### src/rtl/fcd_defs.vh
// register map, field positions and reset values of the four-channel dma
`ifndef FCD_DEFS_VH
`define FCD_DEFS_VH
// per-channel block: byte offset = channel * 0x20 + register offset
`define FCD_CH_STRIDE     12'h020
`define FCD_OFF_CON       12'h000
`define FCD_OFF_REQ       12'h004
`define FCD_OFF_STAL      12'h008
`define FCD_OFF_STAH      12'h00C
`define FCD_OFF_STBL      12'h010
`define FCD_OFF_STBH      12'h014
`define FCD_OFF_PAD       12'h018
`define FCD_OFF_CNT       12'h01C
// shared status
`define FCD_OFF_PWC       12'h080
`define FCD_OFF_RQC       12'h084
`define FCD_OFF_PPS       12'h088
`define FCD_OFF_LCA       12'h08C
`define FCD_OFF_SADRL     12'h090
`define FCD_OFF_SADRH     12'h094
// control fields
`define FCD_CON_ON        15
`define FCD_CON_SIZE      14
`define FCD_CON_DIR       13
`define FCD_CON_HALF      12
`define FCD_CON_NULL_WRITE_MODE     11
`define FCD_CON_ADDRESSING_SELECT_HI   5
`define FCD_CON_ADDRESSING_SELECT_LO   4
`define FCD_CON_MODE_HI   1
`define FCD_CON_MODE_LO   0
`define FCD_CON_MASK      16'hF833
`define FCD_REQ_FORCE     15
`define FCD_ADDRESSING_SELECT_POSTINC  2'h0
`define FCD_ADDRESSING_SELECT_NOINC    2'h1
`define FCD_ADDRESSING_SELECT_PERIND   2'h2
// request codes; the adc and uart1 ones come with documented peripheral addresses
`define FCD_IRQ_CAN_TX    8'h46
`define FCD_IRQ_CAN_RX    8'h22
`define FCD_IRQ_ADC_DONE  8'h0D
`define FCD_IRQ_UART1_TX  8'h0C
`define FCD_PAD_ADC_BUF0  16'h0300
`define FCD_PAD_UART1_TX  16'h0224
`define FCD_LCA_RESET     4'hF
`endif

### src/rtl/fcd_dma.v
// four-channel peripheral dma engine with apb register slave
//
// Notes on behaviour
// - four channels, each configured on its own.
// - each channel moves data one way, chosen by its direction bit.
// - lowest-numbered pending channel wins; others stay pending.
// - sram reached through shared arbiter; grant may stall the engine.
// - 24-bit memory address covers the whole data space.
// - block done or half block raises a channel interrupt pulse.
// - post-increment mode advances sram address after each transfer.
// - no-increment mode keeps sram address fixed.
// - peripheral-indirect mode uses the address the peripheral supplies.
// - size bit one selects byte, zero selects word.
// - transfer starts on software force or peripheral request.
// - one-shot stops after a block; continuous restarts.
// - ping-pong swaps primary and secondary start after each block.
// - 8-bit request select picks any interrupt source.
// - can transmit code 01000110, can receive 00100010.
// - converter done code 00001101, reads buffer at 0x0300.
// - uart1 transmit code 00001100, writes data register 0x0224.
// - 14-bit count and 16-bit peripheral address per channel.
// - primary and secondary start; high half keeps bits 7..0 only.
// - shared status: collisions, ping-pong, last channel, last address.
// - force not clearable by software; cleared on completion or disable.
// - interrupt flag, enable and priority live outside this block.
// - transfers per block equal count field plus one.
// - peripheral request arriving while force is set sets request collision flag.
// - last channel reads 1111 until first transfer, then channel number.
//
// Design decisions made here: the register addresses and the APB slave port.
`timescale 1ns/1ps
`default_nettype none
`include "fcd_defs.vh"
module fcd_dma #(
  parameter NCH = 4
) (
  input  wire        i_clk,
  input  wire        i_reset_n,
  input  wire        i_ce,
  input  wire        i_psel,
  input  wire        i_penable,
  input  wire        i_pwrite,
  input  wire [11:0] i_paddr,
  input  wire [31:0] i_pwdata,
  output reg  [31:0] o_prdata,
  output reg         o_pready,
  output reg         o_pslverr,
  input  wire [NCH*8-1:0] i_irq_code,
  input  wire [NCH-1:0]   i_irq_pulse,
  input  wire [NCH*24-1:0] i_per_addr,
  input  wire        i_per_wcol,
  output reg         o_mem_req,
  output reg         o_mem_we,
  output reg         o_mem_byte,
  output reg  [23:0] o_mem_addr,
  output reg  [15:0] o_mem_wdata,
  input  wire        i_mem_gnt,
  input  wire [15:0] i_mem_rdata,
  output reg  [NCH-1:0] o_ch_irq
);
////////////////////////////////////////////////////////////////////////
  localparam S_IDLE = 3'b001;
  localparam S_RD   = 3'b010;
  localparam S_WR   = 3'b100;
  reg [15:0] con_q   [0:NCH-1];
  reg [7:0]  sel_q   [0:NCH-1];
  reg        force_q [0:NCH-1];
  reg [23:0] sta_q   [0:NCH-1];
  reg [23:0] stb_q   [0:NCH-1];
  reg [15:0] pad_q   [0:NCH-1];
  reg [13:0] cnt_q   [0:NCH-1];
  reg [13:0] done_q  [0:NCH-1];
  reg [23:0] off_q   [0:NCH-1];
  reg [NCH-1:0] pend_q;
  reg [NCH-1:0] pps_q;
  reg [NCH-1:0] rqc_q;
  reg [NCH-1:0] pwc_q;
  reg [NCH-1:0] stop_q;
  reg [3:0]  lca_q;
  reg [23:0] sadr_q;
  reg [2:0]  st_q;
  reg [1:0]  act_q;
  reg [15:0] data_q;
  reg [23:0] xa_q;
  reg        xdir_q;
  integer    k;
  wire       apb_acc = i_psel & i_penable & i_ce;
  wire [1:0] ach     = i_paddr[6:5];
  wire       chsp    = (i_paddr[11:7] == 5'h00);
////////////////////////////////////////////////////////////////////////
  // fixed-priority pick; lowest channel number wins
  function [2:0] pick;
    input [NCH-1:0] p;
    integer j;
    begin
      pick = 3'b000;
      for (j = NCH - 1; j >= 0; j = j - 1) begin
        if (p[j]) begin
          pick = {1'b1, j[1:0]};
        end
      end
    end
  endfunction
  // documented peripheral address for known request codes
  function [23:0] per_default;
    input [7:0]  code;
    input [15:0] pad;
    begin
      case (code)
        `FCD_IRQ_ADC_DONE: per_default = {8'h00, `FCD_PAD_ADC_BUF0};
        `FCD_IRQ_UART1_TX: per_default = {8'h00, `FCD_PAD_UART1_TX};
        default:           per_default = {8'h00, pad};
      endcase
    end
  endfunction

  // word slot of a register inside one channel block
  function [4:0] reg_slot;
    input [11:0] addr;
    begin
      reg_slot = {addr[4:2], 2'b00};
    end
  endfunction

  wire [2:0] win = pick(pend_q);

////////////////////////////////////////////////////////////////////////
  // winner and active-channel views, decoded once for the engine
  reg [1:0]     wch;
  reg [15:0]    wcon;
  reg           wperind;
  reg [23:0]    wram;
  reg [23:0]    wper;

  reg [15:0]    acon;
  reg           alive;
  reg           last_beat;
  reg           half_beat;
  reg [23:0]    astep;

  reg [NCH-1:0] hit;
  reg [NCH-1:0] live;
  integer       m;
  wire          wr_ch = apb_acc & i_pwrite & chsp & (ach < NCH);

  always @* begin
    wch       = win[1:0];
    wcon      = con_q[wch];
    wperind   = (wcon[`FCD_CON_ADDRESSING_SELECT_HI:`FCD_CON_ADDRESSING_SELECT_LO] == `FCD_ADDRESSING_SELECT_PERIND);
    wram      = wperind ? i_per_addr[wch*24 +: 24]
                        : ((pps_q[wch] ? stb_q[wch] : sta_q[wch]) + off_q[wch]);
    wper      = per_default(sel_q[wch], pad_q[wch]);
    acon      = con_q[act_q];
    // switching a channel off mid-transfer gives its bus slot back at once
    alive     = acon[`FCD_CON_ON];
    last_beat = (done_q[act_q] == cnt_q[act_q]);
    half_beat = acon[`FCD_CON_HALF] && (done_q[act_q] == {1'b0, cnt_q[act_q][13:1]});
    astep     = acon[`FCD_CON_SIZE] ? 24'h000001 : 24'h000002;
    hit       = {NCH{1'b0}};
    live      = {NCH{1'b0}};
    for (m = 0; m < NCH; m = m + 1) begin
      hit[m]  = i_irq_pulse[m] && (i_irq_code[m*8 +: 8] == sel_q[m]);
      live[m] = con_q[m][`FCD_CON_ON] && !stop_q[m];
    end
  end

////////////////////////////////////////////////////////////////////////
  // apb read mux
  reg [31:0] rd_d;
  reg        err_d;
  always @* begin
    rd_d  = 32'h0000_0000;
    err_d = 1'b0;
    if (chsp && (ach < NCH)) begin
      case (reg_slot(i_paddr))
        5'h00: rd_d[15:0] = con_q[ach];
        5'h04: rd_d[15:0] = {force_q[ach], 7'h00, sel_q[ach]};
        5'h08: rd_d[15:0] = sta_q[ach][15:0];
        5'h0C: rd_d[7:0]  = sta_q[ach][23:16];
        5'h10: rd_d[15:0] = stb_q[ach][15:0];
        5'h14: rd_d[7:0]  = stb_q[ach][23:16];
        5'h18: rd_d[15:0] = pad_q[ach];
        default: rd_d[13:0] = cnt_q[ach];
      endcase
    end else begin
      case (i_paddr)
        `FCD_OFF_PWC:   rd_d[NCH-1:0] = pwc_q;
        `FCD_OFF_RQC:   rd_d[NCH-1:0] = rqc_q;
        `FCD_OFF_PPS:   rd_d[NCH-1:0] = pps_q;
        `FCD_OFF_LCA:   rd_d[3:0]     = lca_q;
        `FCD_OFF_SADRL: rd_d[15:0]    = sadr_q[15:0];
        `FCD_OFF_SADRH: rd_d[7:0]     = sadr_q[23:16];
        default:        err_d = 1'b1;
      endcase
    end
  end
////////////////////////////////////////////////////////////////////////
  // apb answer: zero-wait, ready in the first access cycle
  always @(posedge i_clk or negedge i_reset_n) begin
    if (!i_reset_n) begin
      o_prdata  <= 32'h0000_0000;
      o_pready  <= 1'b0;
      o_pslverr <= 1'b0;
    end else if (i_ce) begin
      o_pready  <= i_psel & ~i_penable;
      o_pslverr <= 1'b0;
      if (i_psel & ~i_penable) begin
        o_prdata  <= i_pwrite ? 32'h0000_0000 : rd_d;
        o_pslverr <= err_d;
      end
    end
  end

////////////////////////////////////////////////////////////////////////
  always @(posedge i_clk or negedge i_reset_n) begin
    if (!i_reset_n) begin
      o_mem_req <= 1'b0;
      o_mem_we  <= 1'b0;
      o_mem_byte <= 1'b0;
      o_mem_addr <= 24'h000000;
      o_mem_wdata <= 16'h0000;
      o_ch_irq  <= {NCH{1'b0}};
      pend_q <= {NCH{1'b0}};
      pps_q  <= {NCH{1'b0}};
      rqc_q  <= {NCH{1'b0}};
      pwc_q  <= {NCH{1'b0}};
      stop_q <= {NCH{1'b0}};
      lca_q  <= `FCD_LCA_RESET;
      sadr_q <= 24'h000000;
      st_q   <= S_IDLE;
      act_q  <= 2'h0;
      data_q <= 16'h0000;
      xa_q   <= 24'h000000;
      xdir_q <= 1'b0;
      for (k = 0; k < NCH; k = k + 1) begin
        con_q[k]   <= 16'h0000;
        sel_q[k]   <= 8'h00;
        force_q[k] <= 1'b0;
        sta_q[k]   <= 24'h000000;
        stb_q[k]   <= 24'h000000;
        pad_q[k]   <= 16'h0000;
        cnt_q[k]   <= 14'h0000;
        done_q[k]  <= 14'h0000;
        off_q[k]   <= 24'h000000;
      end
    end else if (i_ce) begin
      o_ch_irq  <= {NCH{1'b0}};

      // requests; a peripheral request arriving while force is set is flagged
      for (k = 0; k < NCH; k = k + 1) begin
        if (live[k]) begin
          if (hit[k]) begin
            pend_q[k] <= 1'b1;
          end
          if (force_q[k] && !pend_q[k]) begin
            pend_q[k] <= 1'b1;
          end
          if (force_q[k] && hit[k]) begin
            rqc_q[k] <= 1'b1;
          end
        end else begin
          pend_q[k]  <= 1'b0;
          force_q[k] <= 1'b0;
          done_q[k]  <= 14'h0000;
          off_q[k]   <= 24'h000000;
          if (!con_q[k][`FCD_CON_ON]) begin
            stop_q[k] <= 1'b0;
          end
        end
      end
      if (i_per_wcol && (st_q == S_WR) && xdir_q) begin
        pwc_q[act_q] <= 1'b1;
      end
      // transfer engine: peripheral side, then memory side, or reverse
      case (st_q)
        S_IDLE: begin
          if (win[2]) begin
            act_q      <= wch;
            xdir_q     <= wcon[`FCD_CON_DIR];
            xa_q       <= wram;
            o_mem_req  <= 1'b1;
            o_mem_we   <= 1'b0;
            o_mem_byte <= wcon[`FCD_CON_SIZE];
            // the read phase goes to whichever side is the source
            if (wcon[`FCD_CON_DIR]) begin
              o_mem_addr <= wram;
            end else begin
              o_mem_addr <= wper;
            end
            st_q       <= S_RD;
          end
        end

        S_RD: begin
          if (!alive) begin
            o_mem_req <= 1'b0;
            st_q      <= S_IDLE;
          end else if (i_mem_gnt) begin
            data_q      <= i_mem_rdata;
            o_mem_we    <= 1'b1;
            o_mem_wdata <= (acon[`FCD_CON_NULL_WRITE_MODE] && !xdir_q) ? 16'h0000 : i_mem_rdata;
            o_mem_addr  <= xdir_q ? per_default(sel_q[act_q], pad_q[act_q]) : xa_q;
            st_q        <= S_WR;
          end
        end

        S_WR: begin
          if (!alive) begin
            o_mem_req <= 1'b0;
            o_mem_we  <= 1'b0;
            st_q      <= S_IDLE;
          end else if (i_mem_gnt) begin
            o_mem_req      <= 1'b0;
            o_mem_we       <= 1'b0;
            lca_q          <= {2'b00, act_q};
            sadr_q         <= xa_q;
            // a request arriving on the finishing edge is kept, not lost
            pend_q[act_q]  <= hit[act_q];
            force_q[act_q] <= 1'b0;
            st_q           <= S_IDLE;
            // no-increment mode leaves the offset untouched
            if (acon[`FCD_CON_ADDRESSING_SELECT_HI:`FCD_CON_ADDRESSING_SELECT_LO] == `FCD_ADDRESSING_SELECT_POSTINC) begin
              off_q[act_q] <= off_q[act_q] + astep;
            end

            if (last_beat) begin
              done_q[act_q]   <= 14'h0000;
              off_q[act_q]    <= 24'h000000;
              o_ch_irq[act_q] <= 1'b1;
              if (acon[`FCD_CON_MODE_HI]) begin
                pps_q[act_q] <= ~pps_q[act_q];
              end
              if (acon[`FCD_CON_MODE_LO]) begin
                stop_q[act_q] <= 1'b1;
              end
            end else begin
              done_q[act_q] <= done_q[act_q] + 14'h0001;
              if (half_beat) begin
                o_ch_irq[act_q] <= 1'b1;
              end
            end
          end
        end

        default: st_q <= S_IDLE;
      endcase
      // register writes; software may set force, and clears it only by writing control with on at zero

      if (wr_ch) begin
        case (reg_slot(i_paddr))
          5'h00: begin
            con_q[ach] <= i_pwdata[15:0] & `FCD_CON_MASK;
            if (!i_pwdata[`FCD_CON_ON]) begin
              force_q[ach] <= 1'b0;
            end
          end
          5'h04: begin
            sel_q[ach] <= i_pwdata[7:0];
            if (i_pwdata[`FCD_REQ_FORCE] && con_q[ach][`FCD_CON_ON]) begin
              force_q[ach] <= 1'b1;
            end
          end
          5'h08: sta_q[ach][15:0]  <= i_pwdata[15:0];
          5'h0C: sta_q[ach][23:16] <= i_pwdata[7:0];
          5'h10: stb_q[ach][15:0]  <= i_pwdata[15:0];
          5'h14: stb_q[ach][23:16] <= i_pwdata[7:0];
          5'h18: pad_q[ach] <= i_pwdata[15:0];
          default: cnt_q[ach] <= i_pwdata[13:0];
        endcase
      end
    end
  end
endmodule
`default_nettype wire

### config.mk
export PLATFORM = sky130hd
export DESIGN_NAME = fcd_dma
export DESIGN_NICKNAME = d
export VERILOG_FILES = /design/src/rtl/fcd_dma.v
export VERILOG_INCLUDE_DIRS = /design/src /design/src/rtl
export SDC_FILE = /design/constraint.sdc
export NUM_CORES = 2
export LEC_CHECK = 0
export BUFFER_PORTS_ARGS = -buffer_cell sky130_fd_sc_hd__buf_4
export CAP_MARGIN = 25
export CORE_UTILIZATION = 35
export CTS_CLUSTER_DIAMETER = 60
export DETAILED_ROUTE_END_ITERATION = 8
export RECOVER_POWER = 25
export SLEW_MARGIN = 20
export SYNTH_ARGS = -nofsm -noshare
export SYNTH_HDL_FRONTEND = slang
export SYNTH_SLANG_ARGS = --single-unit
### constraint.sdc
create_clock -name i_clk -period 6.4 [get_ports i_clk]
set_input_delay 0.32 -clock i_clk [delete_from_list [all_inputs] [get_ports i_clk]]
set_output_delay 0.32 -clock i_clk [all_outputs]
set_load 0.005 [all_outputs]
# Word level (Yosys, flattened, before mapping)
# Index checks and enable logic that the tools add are counted.
[totals]
reg_bits = 723
out_inout_bits = 81
[op_classes]
addsub = 3
mul = 1
order_cmp = 8
eq_ne = 32
shifts = 1
n_mux = 225
bitwise = 22
n_reduce_logical = 63
[op_table]
columns = ["cell", "n"]
rows = [
  ["two-way mux 96 bit", 9],
  ["two-way mux 24 bit", 29],
  ["bitwise mux 96 bit", 5],
  ["one-hot mux 96 bit (2 select lines)", 2],
  ["binary-select mux 24 bit (select 2 bit)", 6],
  ["two-way mux 16 bit", 15],
  ["two-way mux 14 bit", 16],
  ["two-way mux 56 bit", 4],
  ["binary-select mux 16 bit (select 2 bit)", 6],
  ["demux 24 bit (select 2 bit)", 3],
  ["bitwise mux 64 bit", 2],
  ["bitwise mux 56 bit", 2],
  ["AND 96 bit", 1],
  ["inverter 96 bit", 1],
  ["indexed part select 96 x 8 -> 24 bit", 1],
  ["binary-select mux 14 bit (select 2 bit)", 3],
  ["two-way mux 4 bit", 20],
  ["equality test 12 x 8 -> 1 bit, second input constant", 6],
  ["two-way mux 8 bit", 8],
  ["one-hot mux 16 bit (2 select lines)", 2],
  ["AND 56 bit", 1],
  ["demux 14 bit (select 2 bit)", 2],
  ["inverter 56 bit", 1],
  ["one-hot mux 8 bit (7 select lines)", 1],
  ["other kinds (57)", 209],
]

# Depth between registers and ports, before layout
[depth]
word_depth = 17
depth_mapped = 24
ltp_nobuf = 21

# Least setup slack after synthesis
# OpenSTA, ideal clock, no wires.
[synth_path]
path_type = "register to register"
start = "reg pend_q[3]"
end = "reg o_mem_addr[12]"
setup_time_ns = 0.135
arrival_ns = 4.407
t_required_ns = 6.265
slack_ns = 1.858
path_stages_with_launch = 20
n_path_buf = 4
period_less_slack_ns = 4.542
cell_sequence = "dfrtp_1 -> nor2b_1 -> o21ai_2 -> buf_2 -> buf_2 -> clkbuf_1 -> clkbuf_1 -> nand3_1 -> a31o_2 -> ha_1 -> inv_1 -> fa_1 -> nor2b_1 -> o2111a_1 -> or3_1 -> a41oi_1 -> xnor2_1 -> mux2_2 -> a221oi_1 -> o21ai_0"
[synth_via]
elab_chain_cells = 14
[synth_lines]
columns = ["item", "line_no", "rtl"]
rows = [
  ["start: declaration", "fcd_dma.v:74", "reg [NCH-1:0] pend_q;"],
  ["start signal: assignment", "fcd_dma.v:223", "pend_q <= {NCH{1'b0}};"],
  ["start signal: indexed assignment", "fcd_dma.v:318", "pend_q[act_q] <= hit[act_q];"],
  ["two-way mux 3 bit * (4 in series)", "fcd_dma.v:98", "if (p[j]) begin"],
  ["branches (longest 10 deep; another with multiplier 2 x 2 -> 4 bit)", "n/a", ""],
  ["end signal: assignment", "fcd_dma.v:286", "o_mem_addr <= wram;"],
  ["end signal: assignment", "fcd_dma.v:288", "o_mem_addr <= wper;"],
  ["end signal: assignment", "fcd_dma.v:302", "o_mem_addr <= xdir_q ? per_default(sel_q[act_q], pad_q[act_q]) : xa_q;"],
  ["end: declaration", "fcd_dma.v:55", "output reg [23:0] o_mem_addr,"],
]
# Every way passes the cells marked *. The select of a mux whose other input is x is not followed.
# A chain may end at the register's enable or synchronous reset.

# Worst setup path in the final report
[layout_path]
start = "reg pend_q[3]"
end = "reg o_mem_addr[14]"
# Same word-level chain as after synthesis.

==> results.cfg <==
[global_routing]
grt.overflow.total = 0
grt_pass1_vias = 30100
grt_max_degree = 172
grt_first_pass_wirelength_um = 207000
groute.usage.overall_pct = 24.8
antenna_found_initial = 8

[critical_path]
crit_type = reg -> reg
cp_cell_sequence = nor2b_1, o21ai_4, mux4_2, nand2_1, and3_1, a311oi_1, a31o_2, ha_1, inv_1, fa_1, nor2b_1, o2111a_1, o311ai_0, o211ai_1, nand2_1, xor2_1, a21oi_1, a221oi_1, nor2_1
crit_fanout = 36
slowest_delay_ns = 0.90
crit_path_end_kind = flip-flop
slowest_stage = mux4_2
cp.required_ns = 6.95
startpoint_type = flip-flop
worst_ep_arrival_time_ns = 6.18

[die]
dieArea_um2 = 113000
die_y_um = 336
start_util_pct = 35.3
io_pins = 281
rows = 122
fp.dieW_um = 336
design.core.area_um2 = 111000

[cells_and_area]
final_area_um2 = 45000
stdcell_count = 5212
drive_gt1_share_pct = 30.2
areaGrowthSynthToFinish_pct = 15.4
nets = 3891

[placement]
place_hpwl_um = 98900
place_area_um2 = 42200
numPortBuffers = 248
gp_congestion = 0.939
dp.cells = 5049

[clock_tree]
ctsHtreeMaxLevel = 3
cts.path.max_buffers = 3
root_buffer = clkbuf_16
cts_tree = built
cts-resized-gates = 0
clock_latency_ns = 0.67
numCtsBuffers = 82
path_clk_slew_ns = 0.06
clock_sinks = 678

[synthesis]
synth_most_common_cell = dfrtp_1
ys_seq_elements = 678
synth_common_cells = dfrtp_1 (674), nand2_1 (579), mux2_2 (410), mux4_2 (236), o21ai_0 (189)
synth_top_area_share_pct = 43.3
synthArstFlopShare_pct = 100
syn_area_um2 = 39000
synth_area_leader_cell = dfrtp_1
ys_seq_area_share_pct = 43.5
ys.flop_type = dfrtp_1
synthCells = 3485
synth_edf_count = 0
synth_warnings = 0
synth_cell_types = 90
synth.area.top_cells = dfrtp_1 (43%), mux4_2 (14%), mux2_2 (12%)
syn_area_per_cell_um2 = 11.2

[run_status]
status = finished with violations
violations = capacitance limit, slew limit

[pwr]
leakage_nw = 20.1
total_power_mw = 9.97
p_per_area_nw_per_um2 = 222
vdd_ir_drop_max_mv = 0.209

[detailed_routing]
via_per_inst = 5.97
wl_per_cell_um = 27.1
ant_nets = 0
num_vias = 31100
drcViolationCount = 0
wirelength_um = 141000
dr.pass1.iters = 7
dr.first_iter.drc_count = 3518

[sta]
setup-tns-final_ns = 0
slew_violations = 334
slew_headroom_pct = -89.5
grt_setup_unrepaired = false
finalCriticalPeriod_ns = 5.63
hold_viol = 0
tightest_slew_ns = 2.84
timing.hold.ws_ns = 0.0824
setup_viol = 0
period_share_pct = 87.9
clock_skew_ns = 0.0371
fmax_mhz = 178

[run]
maxCapViolCount = 4

[worst_hold_path]
hold_path.class = in -> reg
## timing repair
item,in CTS,in global routing
hold buffers,17,0
buffers inserted,0,0
endpoints found under the hold margin,121,0
## worst max-delay path, delay by kind of cell, from the launching register on
kind	cells	cell delay (ns)
flip-flops	1	0.40
buffers and inverters	1	0.09
AND/OR/NAND/NOR	6	0.90
adder cells (fa/ha/maj)	2	0.68
multiplexers	1	0.90
XOR/XNOR	1	0.23
AO/OA/AOI/OAI	8	2.27
## layout by cell type (no fill, tap or decap), types with 41 or more instances in the layout
cell       instances
a21oi_1          112
a22oi_1           41
buf_4            237
clkbuf_1          49
clkbuf_16         82
dfrtp_1          672
inv_1             41
mux2_2           410
mux4_2           236
nand2_1          579
nand3_1          105
nor2_1           156
o21ai_0          188
xnor2_1           57
xor2_1            56
## flip-flops by register name, indices dropped and copies added, names as in the netlist, 32 cells and up
name / count
off_q: 96
con_q: 36
cnt_q: 56
done_q: 56
stb_q: 96
pad_q: 64
sta_q: 96
sel_q: 32
## cells by family after synthesis
| family | after synthesis | synth area share [%] |
|---|---|---|
| adder cells (fa/ha/maj) | 28 | 0.937 |
| multiplexers | 675 | 26.5 |
| AO/OA/AOI/OAI | 683 | 11.6 |
| XOR/XNOR | 113 | 2.54 |
| AND/OR/NAND/NOR | 1010 | 11.3 |
| flip-flops | 678 | 43.5 |
| buffers and inverters | 297 | 3.56 |
| other | 1 | 0.00962 |
## worst paths after layout
kind                           start        endpoint  slack [ns]  cells past startpoint
setup / recovery           pend_q[3]  o_mem_addr[14]        0.77                     19
hold / removal              i_pwrite     o_prdata[2]        0.08                      3
setup reg to reg           pend_q[3]  o_mem_addr[14]        0.77                     19
hold reg to reg             lca_q[0]        lca_q[0]        0.46                      2
max in group asynchronous  i_reset_n       cnt_q[47]        1.39                      3
min in group asynchronous  i_reset_n       stb_q[52]        1.13                      2
## final cells by class
class | count | area [µm²]
diodes | 1 | 2.50
clock inverters | 26 | 373
repair buffers | 332 | 2490
multi-input cells | 2525 | 20700
flip-flops and latches | 678 | 17000
inverters | 44 | 165
well taps | 1488 | 1860
fillers | 10600 | 65500
clock buffers | 118 | 2360
## layer usage
metal  track usage [%]  wire length, µm  vias up
met3              5.93            12300      266
li1                  -                -    13300
met4              9.53             5620       12
met1              33.6            57900    16100
met2              38.4            65100     1458
met5                 0               77        -
## stage by stage
step           utilization (%)  worst slack (ns)
2_1_floorplan                -              1.86
3_3_place_gp              38.1             0.900
3_5_place_dp              38.2             0.864
4_1_cts                   40.8             0.826
5_1_grt                   40.7             0.385
6_report                  40.7             0.773
## power by group
| part | total [mW] | leakage [nW] | internal, mW | switching, mW |
|---|---|---|---|---|
| combinational | 0.805 | 9.41 | 0.280 | 0.525 |
| sequential | 4.40 | 9.41 | 4.34 | 0.0615 |
| clock | 4.77 | 1.33 | 2.78 | 1.98 |
| total | 9.97 | 20.1 | 7.40 | 2.57 |
(Power assumes the default switching activity.)
